===== src/core/lepc_params.svh =====
// Offsets, field positions, reset values and event bits of the link control bank
`ifndef LEPC_PARAMS_SVH
`define LEPC_PARAMS_SVH
`define LEPC_IDX_LINK_ERR 8'hB9
`define LEPC_IDX_ENC_CRC 8'hBA
`define LEPC_IDX_RSVD_BB 8'hBB
`define LEPC_IDX_FV_MIN 8'hBC
`define LEPC_IDX_RSVD_BD 8'hBD
`define LEPC_IDX_PD_DIS 8'hBE
`define LEPC_IDX_IRQ_STS 8'hF0
`define LEPC_IDX_IRQ_MSK 8'hF1
`define LEPC_IDX_LINK_STS 8'hF2
`define LEPC_BIT_FILT_IGN 5
`define LEPC_BIT_CNT_EN 4
`define LEPC_THRESH_MSB 3
`define LEPC_BIT_ENC 7
`define LEPC_RST_LINK_ERR 6'h33
`define LEPC_RST_ENC 1'b1
`define LEPC_RSVD_ENC_LOW 7'h03
`define LEPC_RSVD_BB 8'h74
`define LEPC_RSVD_BD 8'h00
`define LEPC_RST_FV_MIN 8'h80
`define LEPC_RST_PD_DIS 8'h00
`define LEPC_RST_MSK 4'h0
`define LEPC_NUM_EV 4
`define LEPC_EV_LOST 0
`define LEPC_EV_GAIN 1
`define LEPC_EV_ERR 2
`define LEPC_EV_FS 3
`define LEPC_DC_MAX_ONES 4'h4
`endif


===== src/core/lepc_pkg.sv =====
// Types shared by the link control bank
package lepc_pkg;
  typedef logic [7:0] lepc_byte_t;
  typedef enum logic [1:0] {
    LEPC_BUS_IDLE = 2'b01,
    LEPC_BUS_ACK = 2'b10
  } lepc_bus_e;
  typedef enum logic [2:0] {
    LEPC_LK_DOWN = 3'b001,
    LEPC_LK_UP = 3'b010,
    LEPC_LK_HOLD = 3'b100
  } lepc_lock_e;
endpackage : lepc_pkg


===== src/core/lepc_link_mon.sv =====
// Forward link word checker, lock keeper and raw-mode frame start timer
`timescale 1ns/1ns
`include "lepc_params.svh"
module lepc_link_mon (
  // Clock and reset
  input wire logic clk_sys,
  input wire logic rstn,
  // Synchronised link inputs
  input wire logic link_tick,
  input wire logic rx_clk0_bit,
  input wire logic rx_clk1_bit,
  input wire lepc_pkg::lepc_byte_t rx_data,
  input wire logic rx_parity_bit,
  input wire logic rx_dc_balance_bit,
  input wire logic cdr_locked,
  input wire logic filter_wait,
  input wire logic frame_valid,
  // Configuration
  input wire logic raw_mode,
  input wire logic cnt_en,
  input wire logic filt_ign,
  input wire logic [3:0] thresh,
  input wire lepc_pkg::lepc_byte_t fv_min,
  // Status and events
  output logic rx_lock,
  output logic [3:0] err_cnt,
  output logic ev_lost,
  output logic ev_gain,
  output logic ev_err,
  output logic frame_start
);
  import lepc_pkg::*;

  lepc_lock_e lk_r, lk_nxt;
  logic [3:0] cnt_r, cnt_nxt, ones;
  logic lost_r, lost_nxt, gain_r, gain_nxt, err_r, err_nxt;
  logic [7:0] fv_cnt_r, fv_cnt_nxt;
  logic armed_r, armed_nxt, fs_r, fs_nxt;
  logic word_err, counted, reach;

  always_comb
  begin
    ones = 4'h0;
    for (int i = 0; i < 8; i++)
      ones = ones + {3'b000, rx_data[i]};
  end

  // Both clock bits, parity over data and balance bit, balance bit sanity
  assign word_err = !rx_clk0_bit || rx_clk1_bit || (^{rx_data, rx_dc_balance_bit, rx_parity_bit})
    || (rx_dc_balance_bit && (ones > `LEPC_DC_MAX_ONES));
  // Only link clock edges advance the counter
  assign counted = link_tick && word_err && !(filt_ign && filter_wait);
  assign reach = !cnt_en || (({1'b0, cnt_r} + 5'h01) >= {1'b0, thresh});

  always_comb
  begin
    lk_nxt = lk_r;
    cnt_nxt = cnt_r;
    lost_nxt = 1'b0;
    gain_nxt = 1'b0;
    err_nxt = counted && (lk_r == LEPC_LK_UP);
    case (lk_r)
      LEPC_LK_DOWN:
        if (link_tick && cdr_locked)
        begin
          lk_nxt = LEPC_LK_UP;
          cnt_nxt = 4'h0;
          gain_nxt = 1'b1;
        end
      LEPC_LK_UP:
        if (!cdr_locked)
        begin
          lk_nxt = LEPC_LK_DOWN;
          cnt_nxt = 4'h0;
          lost_nxt = 1'b1;
        end
        else if (counted && reach)
        begin
          lk_nxt = LEPC_LK_HOLD;
          cnt_nxt = 4'h0;
          lost_nxt = 1'b1;
        end
        else if (counted)
          cnt_nxt = cnt_r + 4'h1;
      LEPC_LK_HOLD:
        // Relock only after the lock circuit itself restarts
        if (!cdr_locked)
          lk_nxt = LEPC_LK_DOWN;
      default:
        lk_nxt = LEPC_LK_DOWN;
    endcase
  end

  always_comb
  begin
    fv_cnt_nxt = fv_cnt_r;
    armed_nxt = armed_r;
    fs_nxt = 1'b0;
    if (!frame_valid)
    begin
      fv_cnt_nxt = 8'h00;
      armed_nxt = 1'b1;
    end
    else if (link_tick && armed_r && raw_mode)
    begin
      if (({1'b0, fv_cnt_r} + 9'h001) >= {1'b0, fv_min})
      begin
        fs_nxt = 1'b1;
        armed_nxt = 1'b0;
      end
      else
        fv_cnt_nxt = fv_cnt_r + 8'h01;
    end
  end

  always_ff @(posedge clk_sys)
  begin
    if (!rstn)
    begin
      lk_r <= LEPC_LK_DOWN;
      cnt_r <= 4'h0;
      lost_r <= 1'b0;
      gain_r <= 1'b0;
      err_r <= 1'b0;
      fv_cnt_r <= 8'h00;
      armed_r <= 1'b0;
      fs_r <= 1'b0;
    end
    else
    begin
      lk_r <= lk_nxt;
      cnt_r <= cnt_nxt;
      lost_r <= lost_nxt;
      gain_r <= gain_nxt;
      err_r <= err_nxt;
      fv_cnt_r <= fv_cnt_nxt;
      armed_r <= armed_nxt;
      fs_r <= fs_nxt;
    end
  end

  // Up state bit of the one-hot code, so the pin is a bare flop
  assign rx_lock = lk_r[1];
  assign err_cnt = cnt_r;
  assign ev_lost = lost_r;
  assign ev_gain = gain_r;
  assign ev_err = err_r;
  assign frame_start = fs_r;
endmodule : lepc_link_mon


===== src/core/lepc_top.sv =====
// Register bank for link error counting, frame valid timing and pin pull-downs
`timescale 1ns/1ns
`include "lepc_params.svh"
// How it works
// - Each received word is checked on both clock bits, parity and the balance bit.
// - The error counter only counts up on a rising edge of the recovered link clock.
// - With counting on, lock drops when the error count reaches the threshold (reset 3).
// - With counting off, lock drops on the first error.
// - Bit 4 of the link error register turns counting on, reset value one.
// - Bit 5, reset one, makes errors during the line filter wait period be ignored.
// - In raw mode a frame start follows frame valid held for the programmed link periods.
// - A pin not in output mode gets its pull-down unless that pin's disable bit is set.
// - The pull-down register holds one disable bit per pin, reset zero.
module lepc_top (
  // Clock and reset
  input wire logic clk_sys,
  input wire logic rstn,
  // Avalon-MM slave
  input wire logic [9:0] avs_address,
  input wire logic avs_read,
  input wire logic avs_write,
  input wire logic [31:0] avs_writedata,
  input wire logic [3:0] avs_byteenable,
  output logic [31:0] avs_readdata,
  output logic avs_waitrequest,
  // Interrupt
  output logic irq,
  // Forward link, asynchronous
  input wire logic link_clk,
  input wire logic rx_clk0_bit,
  input wire logic rx_clk1_bit,
  input wire lepc_pkg::lepc_byte_t rx_data,
  input wire logic rx_parity_bit,
  input wire logic rx_dc_balance_bit,
  input wire logic cdr_locked,
  input wire logic filter_wait,
  input wire logic frame_valid,
  // Same-clock controls
  input wire logic raw_mode,
  input wire lepc_pkg::lepc_byte_t pin_output_mode,
  input wire logic info_valid,
  input wire logic info_crc_ok,
  input wire lepc_pkg::lepc_byte_t info_data,
  // Outputs
  output logic rx_lock,
  output logic frame_start,
  output lepc_pkg::lepc_byte_t pulldown_en,
  output lepc_pkg::lepc_byte_t link_info
);
  import lepc_pkg::*;

  localparam int SW = 16;

  logic [SW-1:0] sync1_r, sync2_r;
  logic lclk_d_r;
  logic s_lclk, s_clk0, s_clk1, s_par, s_dc, s_cdr, s_filt, s_fv;
  lepc_byte_t s_data;
  logic link_tick;

  lepc_bus_e bus_r, bus_nxt;
  logic wreq_r, wreq_nxt;
  logic [31:0] rdata_r, rdata_nxt;
  lepc_byte_t idx, rd_byte;
  logic wr_go;

  logic [5:0] link_err_r, link_err_nxt;
  logic enc_r, enc_nxt;
  lepc_byte_t fv_min_r, fv_min_nxt;
  lepc_byte_t pd_dis_r, pd_dis_nxt;
  logic [`LEPC_NUM_EV-1:0] sts_r, sts_nxt, msk_r, msk_nxt, ev, clr;
  logic irq_r, irq_nxt;
  lepc_byte_t pd_en_r, pd_en_nxt;
  lepc_byte_t info_r, info_nxt;

  logic [3:0] err_cnt;
  logic ev_lost, ev_gain, ev_err;

  // Two stages for everything that arrives from the link
  always_ff @(posedge clk_sys)
  begin
    if (!rstn)
    begin
      sync1_r <= '0;
      sync2_r <= '0;
      lclk_d_r <= 1'b0;
    end
    else
    begin
      sync1_r <= {link_clk, rx_clk0_bit, rx_clk1_bit, rx_parity_bit, rx_dc_balance_bit,
        cdr_locked, filter_wait, frame_valid, rx_data};
      sync2_r <= sync1_r;
      lclk_d_r <= s_lclk;
    end
  end

  assign s_lclk = sync2_r[15];
  assign s_clk0 = sync2_r[14];
  assign s_clk1 = sync2_r[13];
  assign s_par = sync2_r[12];
  assign s_dc = sync2_r[11];
  assign s_cdr = sync2_r[10];
  assign s_filt = sync2_r[9];
  assign s_fv = sync2_r[8];
  assign s_data = sync2_r[7:0];
  // Data shares the clock's sync delay, so it is still stable at the edge
  assign link_tick = s_lclk && !lclk_d_r;

  lepc_link_mon u_mon (
    .clk_sys(clk_sys),
    .rstn(rstn),
    .link_tick(link_tick),
    .rx_clk0_bit(s_clk0),
    .rx_clk1_bit(s_clk1),
    .rx_data(s_data),
    .rx_parity_bit(s_par),
    .rx_dc_balance_bit(s_dc),
    .cdr_locked(s_cdr),
    .filter_wait(s_filt),
    .frame_valid(s_fv),
    .raw_mode(raw_mode),
    .cnt_en(link_err_r[`LEPC_BIT_CNT_EN]),
    .filt_ign(link_err_r[`LEPC_BIT_FILT_IGN]),
    .thresh(link_err_r[`LEPC_THRESH_MSB:0]),
    .fv_min(fv_min_r),
    .rx_lock(rx_lock),
    .err_cnt(err_cnt),
    .ev_lost(ev_lost),
    .ev_gain(ev_gain),
    .ev_err(ev_err),
    .frame_start(frame_start)
  );

  assign idx = avs_address[9:2];
  // Byte lane 0 gates every write; the upper lanes carry nothing
  assign wr_go = avs_write && (bus_r == LEPC_BUS_ACK) && avs_byteenable[0];

  always_comb
  begin
    case (idx)
      `LEPC_IDX_LINK_ERR: rd_byte = {2'b00, link_err_r};
      `LEPC_IDX_ENC_CRC: rd_byte = {enc_r, `LEPC_RSVD_ENC_LOW};
      `LEPC_IDX_RSVD_BB: rd_byte = `LEPC_RSVD_BB;
      `LEPC_IDX_FV_MIN: rd_byte = fv_min_r;
      `LEPC_IDX_RSVD_BD: rd_byte = `LEPC_RSVD_BD;
      `LEPC_IDX_PD_DIS: rd_byte = pd_dis_r;
      `LEPC_IDX_IRQ_STS: rd_byte = {4'h0, sts_r};
      `LEPC_IDX_IRQ_MSK: rd_byte = {4'h0, msk_r};
      `LEPC_IDX_LINK_STS: rd_byte = {3'b000, rx_lock, err_cnt};
      default: rd_byte = 8'h00;
    endcase
  end

  // One wait state: data is latched on the request, written on the answer edge
  always_comb
  begin
    bus_nxt = bus_r;
    wreq_nxt = 1'b1;
    rdata_nxt = rdata_r;
    case (bus_r)
      LEPC_BUS_IDLE:
        if (avs_read || avs_write)
        begin
          bus_nxt = LEPC_BUS_ACK;
          wreq_nxt = 1'b0;
          rdata_nxt = {24'h000000, rd_byte};
        end
      LEPC_BUS_ACK:
        bus_nxt = LEPC_BUS_IDLE;
      default:
        bus_nxt = LEPC_BUS_IDLE;
    endcase
  end

  always_ff @(posedge clk_sys)
  begin
    if (!rstn)
    begin
      bus_r <= LEPC_BUS_IDLE;
      wreq_r <= 1'b1;
      rdata_r <= 32'h00000000;
    end
    else
    begin
      bus_r <= bus_nxt;
      wreq_r <= wreq_nxt;
      rdata_r <= rdata_nxt;
    end
  end

  assign avs_waitrequest = wreq_r;
  assign avs_readdata = rdata_r;

  assign ev[`LEPC_EV_LOST] = ev_lost;
  assign ev[`LEPC_EV_GAIN] = ev_gain;
  assign ev[`LEPC_EV_ERR] = ev_err;
  assign ev[`LEPC_EV_FS] = frame_start;
  assign clr = (wr_go && idx == `LEPC_IDX_IRQ_STS) ? avs_writedata[3:0] : 4'h0;

  genvar g;
  generate
    for (g = 0; g < 8; g++)
    begin : g_pin
      assign pd_en_nxt[g] = !pin_output_mode[g] && !pd_dis_r[g];
    end
  endgenerate

  always_comb
  begin
    link_err_nxt = link_err_r;
    enc_nxt = enc_r;
    fv_min_nxt = fv_min_r;
    pd_dis_nxt = pd_dis_r;
    msk_nxt = msk_r;
    info_nxt = info_r;
    if (wr_go)
    begin
      case (idx)
        `LEPC_IDX_LINK_ERR: link_err_nxt = avs_writedata[5:0];
        `LEPC_IDX_ENC_CRC: enc_nxt = avs_writedata[`LEPC_BIT_ENC];
        `LEPC_IDX_FV_MIN: fv_min_nxt = avs_writedata[7:0];
        `LEPC_IDX_PD_DIS: pd_dis_nxt = avs_writedata[7:0];
        `LEPC_IDX_IRQ_MSK: msk_nxt = avs_writedata[3:0];
        default: msk_nxt = msk_r;
      endcase
    end
    // Encoder bit set lets packets with a failed checksum through
    if (info_valid && (info_crc_ok || enc_r))
      info_nxt = info_data;
    // New events beat a same-cycle clear
    sts_nxt = (sts_r & ~clr) | ev;
    irq_nxt = |(sts_nxt & msk_nxt);
  end

  always_ff @(posedge clk_sys)
  begin
    if (!rstn)
    begin
      link_err_r <= `LEPC_RST_LINK_ERR;
      enc_r <= `LEPC_RST_ENC;
      fv_min_r <= `LEPC_RST_FV_MIN;
      pd_dis_r <= `LEPC_RST_PD_DIS;
      msk_r <= `LEPC_RST_MSK;
      sts_r <= 4'h0;
      irq_r <= 1'b0;
      pd_en_r <= 8'h00;
      info_r <= 8'h00;
    end
    else
    begin
      link_err_r <= link_err_nxt;
      enc_r <= enc_nxt;
      fv_min_r <= fv_min_nxt;
      pd_dis_r <= pd_dis_nxt;
      msk_r <= msk_nxt;
      sts_r <= sts_nxt;
      irq_r <= irq_nxt;
      pd_en_r <= pd_en_nxt;
      info_r <= info_nxt;
    end
  end

  assign irq = irq_r;
  assign pulldown_en = pd_en_r;
  assign link_info = info_r;
endmodule : lepc_top


===== config.mk =====
export PLATFORM = sky130hd
export DESIGN_NAME = lepc_top
export DESIGN_NICKNAME = d
export VERILOG_FILES = /design/src/core/lepc_pkg.sv /design/src/core/lepc_link_mon.sv /design/src/core/lepc_top.sv
export VERILOG_INCLUDE_DIRS = /design/src /design/src/core
export SDC_FILE = /design/constraint.sdc
export NUM_CORES = 1
export LEC_CHECK = 0
export BUFFER_PORTS_ARGS = -buffer_cell sky130_fd_sc_hd__buf_2
export CORE_UTILIZATION = 53
export DETAILED_ROUTE_END_ITERATION = 7
export PLACE_DENSITY = 0.87
export SETUP_SLACK_MARGIN = 0.4
export SYNTH_ARGS = -nofsm -noshare
export SYNTH_HDL_FRONTEND = slang
export SYNTH_SLANG_ARGS = --single-unit

===== constraint.sdc =====
create_clock -name clk_sys -period 4.1 [get_ports clk_sys]
set_input_delay 0.205 -clock clk_sys [delete_from_list [all_inputs] [get_ports clk_sys]]
set_output_delay 0.205 -clock clk_sys [all_outputs]
set_load 0.1 [all_outputs]

; Word level (Yosys, flattened, before mapping)
; Cells that the tools add are included.
[word_totals]
output_inout_bits = 52
inputBits = 85
register_bits = 112
word_cells = 148
[op_classes]
order_cmp = 3
bitwise = 5
n_eq_ne = 19
n_mux = 22
addsub = 11
n_reduce_logical = 65
[op_table]
columns = cell, count
row1 = $eq A8 B8 Y1 const B, 8
row2 = $pmux W8 S8, 1
row3 = $mux W4, 7
row4 = $add A4 B1 Y4, 6
row5 = $logic_and A1 B1 Y1, 22
row6 = $reduce_and A2 Y1, 11
row7 = $logic_not A1 Y1, 20
row8 = $mux W3, 4
row9 = $reduce_xor A10 Y1, 1
row10 = $add A8 B1 Y9 const B, 1
row11 = $ge A9 B8 Y1, 1
row12 = $pmux W3 S3, 1
row13 = $reduce_and A3 Y1, 3
row14 = $add A8 B1 Y8 const B, 1
row15 = $and A4 B4 Y4, 2
row16 = $mux W1, 8
row17 = $pmux W4 S2, 1
row18 = $logic_or A1 B1 Y1, 6
row19 = $ne A2 B1 Y1 const B, 3
row20 = $add A4 B1 Y5 const B, 1
row21 = $ge A5 B4 Y1, 1
row22 = $add A4 B1 Y4 const B, 1
row23 = $gt A4 B3 Y1 const B, 1
row24 = $ne A4 B3 Y1 const B, 1
row25 = 13 further kinds, 13

; Logic depth before layout (Yosys ltp)
; Gate-level depths: netlist (run 1).
[logic_depth]
depth_word = 16
ltp_mapped = 14
ltp_nobuf = 14

; Hierarchy
; A second synthesis (run 1) with hierarchy kept.
[hier_totals]
hier_cells = 550
area_unflattened_um2 = 5123.7
[modules_own_cells]
columns = module, cells_each, n_inst, seq_area_each_um2, area_per_inst_um2
row1 = lepc_top, 378, 1, 1841.8, 3597.2
row2 = lepc_link_mon, 172, 1, 400.4, 1526.5

; Least setup slack after synthesis (run 1)
; No wires, ideal clock.
[synth_timing]
path_kind = flip-flop to flip-flop
startpoint = register sync2_r[0]
endpoint = register u_mon.cnt_r[2], in the netlist u_mon.err_cnt[2]
t_arrival_ps = 3494
setup_time_ps = 114
synth_period_minus_slack_ps = 3608
slack_ps = 492
required_time_ps = 3986
stages_incl_launch_ff = 15
n_path_buf = 0
cell_sequence = dfxtp_1 ha_1 inv_1 fa_1 fa_1 fa_1 inv_1 fa_1 nand2b_1 a311oi_1 o21ai_0 nor2_1 nand4bb_4 o21bai_1 a21o_1
[synth_between]
elab_chain_cells = 16
elab_cells_between_ends = 20
cone_classes = add/sub: 7 / order compare: 1 / eq/ne: 1 / mux: 3 / reduce/logical: 8
[synth_rtl]
columns = element, line_no
row1 = from (decl), lepc_top.sv:54  ; logic [SW-1:0] sync1_r, sync2_r;
row2 = from (signal assigned), lepc_top.sv:91  ; sync2_r <= sync1_r;
row3 = $add A1 B1 Y2, lepc_link_mon.sv:45  ; ones = ones + {3'b000, rx_data[i]};
row4 = $add A4 B1 Y4 (6 in a row), lepc_link_mon.sv:45
row5 = $gt A4 B3 Y1 (no line), -
row6 = $logic_and A1 B1 Y1, lepc_link_mon.sv:50  ; || (rx_dc_balance_bit && (ones > `LEPC_DC_MAX_ONES));
row7 = $logic_or A1 B1 Y1 (*), lepc_link_mon.sv:49  ; assign word_err = !rx_clk0_bit || rx_clk1_bit || (^{rx_data, rx_dc_balance_bit, rx_parity_bit})
row8 = $logic_and A1 B1 Y1 (*) (2 in a row), lepc_link_mon.sv:52  ; assign counted = link_tick && word_err && !(filt_ign && filter_wait);
row9 = $logic_and A1 B1 Y1, lepc_link_mon.sv:77  ; else if (counted && reach)
row10 = $mux W4, lepc_link_mon.sv:77
row11 = $mux W4, lepc_link_mon.sv:71  ; if (!cdr_locked)
row12 = $pmux W4 S2, lepc_link_mon.sv:62  ; case (lk_r)
row13 = to (signal assigned), lepc_link_mon.sv:132  ; cnt_r <= cnt_nxt;
row14 = to (decl), lepc_link_mon.sv:35  ; logic [3:0] cnt_r, cnt_nxt, ones;
; Mark *: on every way between the ends. The rest lies on a longest branch, timed or not.
; A chain may end at the register's enable or synchronous reset.

; Worst setup path after layout (run 1)
[layout_timing]
startpoint = register sync2_r[1]
endpoint = register u_mon.cnt_r[2], in the netlist u_mon.err_cnt[2]
; The elaborated chain is that of the path after synthesis.

==> results by group, run 1 <==
Status
  – Status: finished, final reports clean

Detailed routing
  – Drt pass-1 iters: 6
  – WL per Instance: 13.80 microns
  – Vias per std cell: 5.253
  – ANT nets after route: 0
  – Remaining DRCs: 0
  – Vias: 4129
  – DRC marker count from the first detailed-route iteration: 264
  – Routed WL: 10850 microns

Clock network
  – Clock Sinks: 112
  – Clock Tree Root: clkbuf_8
  – CTS tree: built
  – Clock Pin Slew Worst Setup and Hold Paths: 110 ps
  – CTS Buf Count: 9
  – Worst-Skew Late Latency: 370 ps
  – Max Root-Sink Buffers: 2
  – H-tree depth: 3

Worst setup path
  – Slowest cell delay on critical path: 480 ps
  – Worst-path fanout max: 4
  – CP Capture Type: flop
  – Crit start category: flop
  – Reg2Reg Depth: 15
  – CP cell instances: ha_4 -> inv_2 -> fa_1 -> fa_1 -> fa_2 -> inv_2 -> fa_1 -> nand2b_4 -> a311oi_2 -> o21ai_1 -> nor2_2 -> buf_6 -> a22o_4 -> o21bai_1 -> a21o_1
  – CP arrival: 4020 ps
  – Slowest CP cell: fa_1
  – CP most frequent cell: fa_1
  – Setup Crit Path Kind: reg2reg
  – CP Data Required Time: 4420 ps

Die
  – DIE AREA: 10410 sq um
  – Die height: 102.0 microns
  – Core area: roughly 9700 sq um
  – Die width: 102.0 microns
  – Row count: 36
  – Initial Util: 54.50%
  – IO Count: 137

Synth
  – Synthesis-stage register bit count: 112
  – Avg Inst Size Synth: 9.385 sq um
  – Post-synth top area cell: dfxtp_1
  – Top-area cell type share of the netlist area: 42.28%
  – Number of flops mapped to enable cells by yosys: 0
  – Async set-reset flop share out of synthesis: 0%
  – Top FF cell, synth: dfxtp_1
  – Yosys warnings: 0
  – Seq/Total Area, Yosys: 42.28%
  – Largest cells by area after synthesis: dfxtp_1 (42%), mux2i_1 (6.0%), nor2b_1 (5.0%)
  – Distinct cell type count after synthesis: 61
  – Synth Instances: roughly 570
  – Mapped Area: 5303 sq um

Power
  – Pwr Total: 2.093 mW
  – Worst VDD drop: 0.3235 mV
  – Switching part of the total power: around 31%
  – Combinational group share of total power: 16.5%
  – NetSw: 0.6545 mW
  – Leakage power: 2.475 nW
  – Clk pwr share: 29.7%
  – P_int: 1.439 mW
  – Pwr dens: 347.7 nW/um^2
  – Seq pwr share: a little over half

Place
  – Detailed placement HPWL: ~8000 microns
  – Routability cong.: 0.8609
  – PortBufs: 83

Global route
  – Largest net degree at the start of global routing: 63
  – Initial antenna violation count: 0
  – Vias in the first global route: 3836
  – Remaining global-route overflow: 0
  – GR Util All Layers: 21.61%
  – First-pass GRT wire length: around 18000 microns

Worst hold path
  – Min-Delay Path Depth: 2
  – HP Class: in2reg

STA
  – Highest clock rate: 0.2700 GHz
  – Post-layout min period: 3704 ps
  – Setup violators final: 0
  – Final Skew: 8.597 ps
  – Worst Tran Pin Value: between 900 and 1000 ps
  – Period utilisation layout: between 90 and 100%
  – Final hold vios: 0
  – Slew Viols, Final: 0
  – Setup TNS: 0 ps
  – Rel. slew slack: 35.16%
  – RSZ-0062 raised after global routing: yes

Finish
  – Layout cells sized above 1: 19.45%
  – Nets: 754
  – ANT cells: 0
  – FILL cells: about 820
  – Layout area overhead: 13.54%
  – Util after Layout: 61.88%

Job
  – Max Cap Viol: 0
-- per-layer routing --
metal	vias up	GRT usage, %	wire length, microns
li1	2038	-	-
met3	20	4.378	600
met4	0	7.802	184
met5	-	0	0
met1	1942	25.91	4509
met2	129	38.26	5553
-- synthesized netlist by cell type, types with 11 or more instances --
| cell | number |
|---|---|
| dfxtp_1 | 112 |
| nor2b_1 | 42 |
| nand2_1 | 41 |
| and2_1 | 37 |
| mux2i_1 | 32 |
| a21oi_1 | 29 |
| inv_1 | 29 |
| buf_4 | 27 |
| nor2_1 | 19 |
| o21ai_0 | 19 |
| ha_1 | 17 |
| clkbuf_1 | 14 |
| nand3_1 | 11 |
| nor3b_1 | 11 |
| xnor2_1 | 11 |
-- cell type report --
class	instances	area, sq um	share of cell area, %
inverters	29	108.9	1.808
repair buffers	94	521.8	8.666
flip-flops and latches	112	2245	37.28
multi-input cells	402	2795	46.43
clock buffers	9	123.9	2.057
clock inverters	7	60.06	0.9975
well taps	133	166.4	2.764
-- state kept, by name (all words and copies together) (netlist names), 2 cells and up --
name,count
avs_readdata,8
link_err_r,6
pd_dis_r,8
pulldown_en,8
bus_r,2
u_mon.lk_r,3
sync1_r,16
sync2_r,16
link_info,8
sts_r,4
u_mon.err_cnt,4
msk_r,4
u_mon.fv_cnt_r,8
fv_min_r,8
-- critical path: cells and delay by family (launching register included) --
| family | cells | cell delay [ps] |
|---|---|---|
| fa+ha+maj | 5 | 1970 |
| compound gates | 5 | 800 |
| flops | 1 | 340 |
| simple gates | 2 | 310 |
| buf+inv | 3 | 230 |
-- path summary, 6_finish.rpt --
path	end	from	slack [ps]
worst max-delay path	u_mon.err_cnt[2]	sync2_r[1]	400
worst min-delay path	sync1_r[5]	rx_data[5]	30
worst max register to register	u_mon.err_cnt[2]	sync2_r[1]	400
worst min register to register	sync2_r[4]	sync1_r[4]	440
-- metrics by stage --
stage	area, sq um	instances	worst slack, ps	hold slack [ps]
floorplan	5389	588	491.9	280.8
global placement	5704	760	373.5	364.9
detailed placement	5704	760	242.6	368.5
CTS	5991	785	431.3	13.98
global route	6021	786	325.3	5.384
finish	6021	786	396.1	29.10
-- cell usage in the layout, fill, tap and decap left out, types with 5 or more instances in the layout --
cell and count:
o22ai_1 6, ha_1 16, and2_1 37, mux2i_1 32
nor3b_1 11, a22oi_1 7, clkbuf_8 9, dfxtp_1 110
dlygate4sd3_1 8, o21ai_0 18, nand3b_1 7, nand2_1 41
inv_1 27, nand2b_1 6, a21oi_1 29, a21o_1 8
conb_1 24, buf_2 83, nor3_1 8, xnor2_1 11
nor2b_1 42, nor2_1 18, nand3_1 11, or3_1 5
-- what timing repair did --
item | CTS | global route
gates resized for setup | 3 | 8
endpoints found under the hold margin | 8 | 0
pin swaps | 1 | 2
endpoints found under the setup margin | 3 | 7
gates cloned | 0 | 0
buffers inserted | 1 | 1
hold buffers | 8 | 0
-- power groups by stage --
stage	Sequential (mW)	Clock, mW	Combinational [mW]
floorplan	1.22	0	0.210
global placement	1.15	0	0.316
detailed placement	1.15	0	0.323
CTS	1.13	0.634	0.332
global route	1.13	0.684	0.363
finish	1.13	0.622	0.345
-- cells by family (layout without fill, tap and decap cells) --
family          after synthesis  after routing  synth area share [%]
simple gates                210            210                 23.60
other cells                   1             24               0.07072
buf+inv                      74            139                 7.220
xor+xnor                     17             17                 3.209
fa+ha+maj                    21             21                 5.521
flops                       112            112                 42.28
compound gates               98             98                 12.06
mux                          32             32                 6.041
(Power assumes the default switching activity.)
==> inputs of run 2 (changes only) <==
CTS_CLUSTER_DIAMETER = 60   (was unset)
clock period = 3.8 ns   (was 4.1 ns; I/O delays follow)
==> run 2 against run 1 <==
Net effect:
- power grew 11%
- clock power grew 16%
- register-to-register slack lost 200 ps
- non-clock buffer count grew 10
- sequential power grew 7%
- clock skew grew 2.5 ps
- maximum frequency grew 2.7%
- critical endpoint unchanged
==> results by group, run 2 (synthesis results as in run 1) <==
STA
  – RSZ-0062 raised after global routing: yes
  – Rel. slew slack: 29.04% (-6.1 points)
  – Setup violators final: 0 (unchanged)
  – Hold_ws: 8.297 ps (-20.80 ps)
  – Final hold vios: 0 (unchanged)
  – Post-route setup slack: 194.1 ps (-202.0 ps)
  – Period utilisation layout: 94.89% (+4.6 points)
  – Setup TNS: 0 ps (unchanged)
  – Final Skew: 11.07 ps (+2.474 ps)
  – Highest clock rate: 0.2773 GHz (+2.7%)
  – Worst Tran Pin Value: 1062 ps (+91.65 ps)
  – Post-layout min period: 3606 ps (-98.00 ps)
  – Slew Viols, Final: 0 (unchanged)

Die
  – IO Count: 137 (unchanged)
  – Die width: 102.0 microns (unchanged)
  – DIE AREA: 10410 sq um (unchanged)
  – Row count: 36 (unchanged)
  – Initial Util: 54.50% (unchanged)
  – Die height: 102.0 microns (unchanged)
  – Core area: 9729 sq um (unchanged)

Place
  – Detailed placement HPWL: 7891 microns (about the same)
  – PortBufs: 83 (unchanged)
  – Setup slack after placement: 36.09 ps (-206.6 ps)
  – Routability cong.: 0.8730 (+1.4%)

Detailed routing
  – Vias per std cell: 5.242 (-0.20%)
  – Vias: 4173 (+1.1%)
  – ANT nets after route: 0 (unchanged)
  – Remaining DRCs: 0 (unchanged)
  – Drt pass-1 iters: 5 (-1)
  – WL per Instance: 13.96 microns (+1.2%)
  – Routed WL: 11110 microns (+2.5%)
  – DRC marker count from the first detailed-route iteration: 225 (-15%)

Worst setup path
  – RR Endpoint: u_mon.err_cnt[2]
  – Crit start category: flop
  – Worst-path fanout max: 5 (+1)
  – Worst r2r src: sync2_r[0]
  – Reg2Reg Depth: 14 (-1)
  – CP Capture Type: flop
  – Setup Crit Path Kind: reg2reg
  – R2R Setup Slk: 190 ps (-200 ps)
  – CP Data Required Time: 4090 ps (-330 ps)
  – CP arrival: 3890 ps (-130 ps)

Clock network
  – H-tree depth: 3 (unchanged)
  – CTS Buf Count: 9 (unchanged)
  – Clock Sinks: 112 (unchanged)
  – Clock Tree Root: clkbuf_8
  – CTS tree: built
  – Worst-Skew Late Latency: 380 ps (about the same)
  – Max Root-Sink Buffers: 2 (unchanged)
  – Clock Pin Slew Worst Setup and Hold Paths: 120 ps (about the same)

Status
  – Status: finished, final reports clean

Global route
  – First-pass GRT wire length: 18080 microns (+2.8%)
  – Initial antenna violation count: 0 (unchanged)
  – Largest net degree at the start of global routing: 61 (-3.2%)
  – Vias in the first global route: 3964 (+3.3%)
  – Remaining global-route overflow: 0 (unchanged)
  – GR Util All Layers: 22.06% (+0.45 points)

Finish
  – Most frequent cells in the layout: dfxtp_1 (110), buf_2 (83), nor2b_1 (42), nand2_1 (40), and2_1 (37)
  – Layout cells sized above 1: 19.61% (+0.16 points)
  – Most common cell after layout, fill and taps aside: dfxtp_1
  – ANT cells: 0 (unchanged)
  – Nets: 764 (+1.3%)
  – Layout area overhead: 15.93%
  – Top Registers: sync1_r x16, sync2_r x16

Job
  – Max Cap Viol: 0 (unchanged)

Worst hold path
  – Min-Delay Path Depth: 2 (unchanged)
  – HP Class: in2reg
  – Sink of the worst hold path: sync1_r[8]
  – HP Start: frame_valid

Power
  – Pwr dens: 376.8 nW/um^2 (+8.4%)
  – Leakage power: 2.530 nW (+2.2%)
  – Worst VDD drop: 0.3124 mV (-3.4%)
[run 2: cell types whose count changed in the layout (fill, tap and decap cells not counted), sizes merged]
cell,delta
dlygate4sd3,+8
buf,+2
clkinv,+1
inv,-1
[run 2: final cells by class]
| class | count | area [sq um] |
|---|---|---|
| fillers | 802 | 3582 |
| multi-input cells | 402 | 2798 |
| flip-flops and latches | 112 | 2245 |
| repair buffers | 104 | 616.8 |
| well taps | 133 | 166.4 |
| clock buffers | 9 | 123.9 |
| inverters | 29 | 108.9 |
| clock inverters | 7 | 88.84 |
[run 2: what timing repair did]
item,4_1_cts,5_1_grt
pin swaps,5,3
buffers inserted,3,1
endpoints found under the setup margin,8,8
endpoints found under the hold margin,14,2
gates cloned,0,0
resized for setup,5,3
hold buffers,14,2
[run 2: worst max-delay path by stage]
| stage | to | slack [ps] | from |
|---|---|---|---|
| 4_1_cts | u_mon.err_cnt[2] | 230 | sync2_r[0] |
| 3_5_place_dp | u_mon.err_cnt[2] | 40 | sync2_r[1] |
| 5_1_grt | u_mon.err_cnt[2] | 30 | sync2_r[0] |
| 6_report | u_mon.err_cnt[2] | 190 | sync2_r[0] |
| 3_3_place_gp | u_mon.err_cnt[2] | 170 | sync2_r[1] |
| 2_1_floorplan | u_mon.err_cnt[2] | 260 | sync2_r[1] |
[run 2: worst max-delay path, cell delays in order, from the launching register on]
cell	delay, ps
dfxtp_2	350
ha_4	270
inv_2	30
fa_1	510
fa_1	440
fa_2	370
inv_2	70
fa_1	410
nand2b_4	150
a311oi_2	200
o21ai_1	110
nor2_2	140
nand4bb_4	200
o21bai_1	70
a21o_1	180
[run 2: stage by stage]
stage / util, % / instances / total power [mW] / instance area, sq um
floorplan: - / 588 / 1.545 / 5394
global placement: 58.68 / 760 / 1.582 / 5709
CTS: 62.72 / 793 / 2.315 / 6102
global route: 63.18 / 796 / 2.411 / 6147
finish: 63.18 / 796 / 2.316 / 6147
detailed placement: 58.68 / 760 / 1.591 / 5709
[run 2: metal layers]
layer,track usage [%],part of all wire (%),wire (microns)
met5,0,0,0
met4,7.802,1.9,208
met3,4.514,4.4,484
met2,39.03,51,5723
met1,26.50,42,4697
[run 2: power by group]
group | internal [mW] | switching [mW] | leakage (nW)
Clock | 0.269 | 0.453 | 0.107
Sequential | 1.20 | 0.0117 | 0.915
Combinational | 0.103 | 0.276 | 1.51
Total | 1.58 | 0.741 | 2.53
==> inputs of run 3 (changes only) <==
CELL_PAD_IN_SITES_DETAIL_PLACEMENT = 1   (was unset)
CELL_PAD_IN_SITES_GLOBAL_PLACEMENT = 2   (was unset)
CORE_UTILIZATION = 32   (was 53)
PLACE_DENSITY = unset   (was 0.87)
PLACE_DENSITY_LB_ADDON = 0.12   (was unset)
==> run 3 against run 2 <==
Net effect:
- first-iteration DRC count decreased by 53%
- clock power increased by 40%
- die area increased by 64%
- sequential cell count unchanged
==> results by group, run 3 (synthesis results as in run 1) <==
Status
  – Status: finished, final reports clean

Die
  – Initial Util: 33.02% (-21 points)
  – Die width: 130.7 microns (+28%)
  – Row count: 46 (+28%)
  – Core area: 16060 sq um (+65%)
  – Die height: 130.7 microns (+28%)
  – IO Count: 137 (unchanged)
  – DIE AREA: 17090 sq um (+64%)

Clock network
  – Max Root-Sink Buffers: 2 (unchanged)
  – CTS Buf Count: 9 (unchanged)
  – CTS tree: built
  – Worst-Skew Late Latency: 370 ps (about the same)
  – H-tree depth: 3 (unchanged)
  – Clock Tree Root: clkbuf_16
  – Clock Pin Slew Worst Setup and Hold Paths: 90 ps (-30 ps)
  – Clock Sinks: 112 (unchanged)

Detailed routing
  – Remaining DRCs: 0 (unchanged)
  – Drt pass-1 iters: 4 (-1)
  – DRC marker count from the first detailed-route iteration: 106 (-53%)
  – Routed WL: 12810 microns (+15%)
  – Vias per std cell: 4.684 (-11%)
  – Vias: 4080 (-2.2%)
  – WL per Instance: 14.70 microns (+5.3%)
  – ANT nets after route: 0 (unchanged)

Finish
  – Multi-input gate area: 2800 sq um (about the same)
  – Top Registers: sync1_r x16, sync2_r x16
  – Layout area overhead: 18.57%
  – ANT cells: 0 (unchanged)
  – Most common cell after layout, fill and taps aside: dfxtp_1
  – Most frequent cells in the layout: dfxtp_1 (110), buf_2 (83), nor2b_1 (42), nand2_1 (41), and2_1 (37)
  – Layout cells sized above 1: 19.85% (+0.24 points)
  – Util after Layout: 39.15% (-24 points)
  – Cell area after layout: 6287 sq um (+2.3%)
  – FILL cells: 1909 (+140%)
  – Nets: 756 (-1.0%)
  – Reg area: 2245 sq um (unchanged)

Global route
  – Largest net degree at the start of global routing: 63 (+3.3%)
  – GR Layer Usage met1: 19.33% (-7.2 points)
  – Vias in the first global route: 4186 (+5.6%)
  – Met2 Usage GRT: 28.32% (-11 points)
  – Met3 GRT Util: 3.542% (-0.97 points)
  – Layer with the highest usage: met2
  – First-pass GRT wire length: 20950 microns (+16%)
  – Remaining global-route overflow: 0 (unchanged)
  – GR Util All Layers: 16.13% (-5.9 points)
  – Initial antenna violation count: 0 (unchanged)

Worst setup path
  – CP Capture Type: flop
  – Setup Crit Path Kind: reg2reg
  – Crit start category: flop
  – CP arrival: 3800 ps (-90 ps)
  – Worst-path fanout max: 5 (unchanged)
  – CP Data Required Time: 4070 ps (-20 ps)

STA
  – Setup TNS: 0 ps (unchanged)
  – Highest clock rate: 0.2833 GHz (+2.1%)
  – Post-route setup slack: 269.7 ps (+75.65 ps)
  – Final hold vios: 0 (unchanged)
  – Hold_ws: 24.32 ps (+16.03 ps)
  – Worst Tran Pin Value: 912.9 ps (-149.4 ps)
  – RSZ-0062 raised after global routing: yes
  – Slew Viols, Final: 0 (unchanged)
  – Final Skew: 9.493 ps (-1.578 ps)
  – Rel. slew slack: 38.73% (+9.7 points)
  – Setup violators final: 0 (unchanged)
  – Post-layout min period: 3530 ps (-75.65 ps)
  – Period utilisation layout: 92.90% (-2.0 points)

Place
  – Setup slack after placement: 157.0 ps (+120.9 ps)
  – PortBufs: 83 (unchanged)
  – Detailed placement HPWL: 9492 microns (+20%)
  – Routability cong.: 0.7451 (-15%)
  – DP Area: 5828 sq um (+2.1%)

Worst hold path
  – HP Class: in2reg

Power
  – Worst VDD drop: 0.2176 mV (-30%)
  – Leakage power: 2.547 nW (+0.66%)
  – Pwr dens: 412.4 nW/um^2 (+9.5%)

Job
  – Max Cap Viol: 0 (unchanged)
==> run 3: worst paths after layout <==
path	slack (ps)	cells after the start	from	endpoint
max	270	14	sync2_r[1]	u_mon.err_cnt[2]
min	20	2	rx_data[0]	sync1_r[0]
max reg2reg	270	14	sync2_r[1]	u_mon.err_cnt[2]
min reg2reg	440	1	sync1_r[0]	sync2_r[0]
==> run 3: report_power, final <==
part	switching, mW	total (mW)	internal [mW]
clock network	0.521	1.01	0.484
registers	0.0115	1.21	1.20
logic	0.277	0.374	0.0965
total	0.810	2.59	1.78
==> run 3: metal layers <==
layer  part of all wire (%)  up-vias
met1                     47     1955
met2                     48       73
met3                    3.5       12
met4                    1.4        0
li1                       -     2040
met5                      0        -
==> run 3: timing repair <==
action                                 4_1_cts  5_1_grt
hold buffers                                 8        0
pin swaps                                    3        3
setup endpoints to repair                    8        8
endpoints found under the hold margin        8        0
setup buffers                                1        1
gates resized for setup                      4        4
==> run 3: final cells by class <==
| cell class | count | share of cell area [%] |
|---|---|---|
| Clock buffer | 9 | 3.582 |
| Timing Repair Buffer | 96 | 8.537 |
| Multi-Input combinational cell | 402 | 44.54 |
| Clock inverter | 7 | 1.612 |
| Tap cell | 216 | 4.299 |
| Sequential cell | 112 | 35.70 |
| Inverter | 29 | 1.731 |
==> run 3: metrics by stage <==
stage | std cells | total power, mW
6_report | 871 | 2.593
5_1_grt | 871 | 2.714
4_1_cts | 870 | 2.625
3_5_place_dp | 845 | 1.600
3_3_place_gp | 845 | 1.594
2_1_floorplan | 588 | 1.545
==> run 3: worst max-delay path, stage by stage, from the launching register on <==
cell	delay, ps
dfxtp_2	340
ha_4	270
inv_2	40
fa_1	510
fa_1	430
fa_2	350
inv_2	70
fa_1	400
nand2b_4	150
a311oi_2	190
o21ai_1	110
nor2_2	130
nand4bb_4	190
o21bai_1	70
a21o_1	170
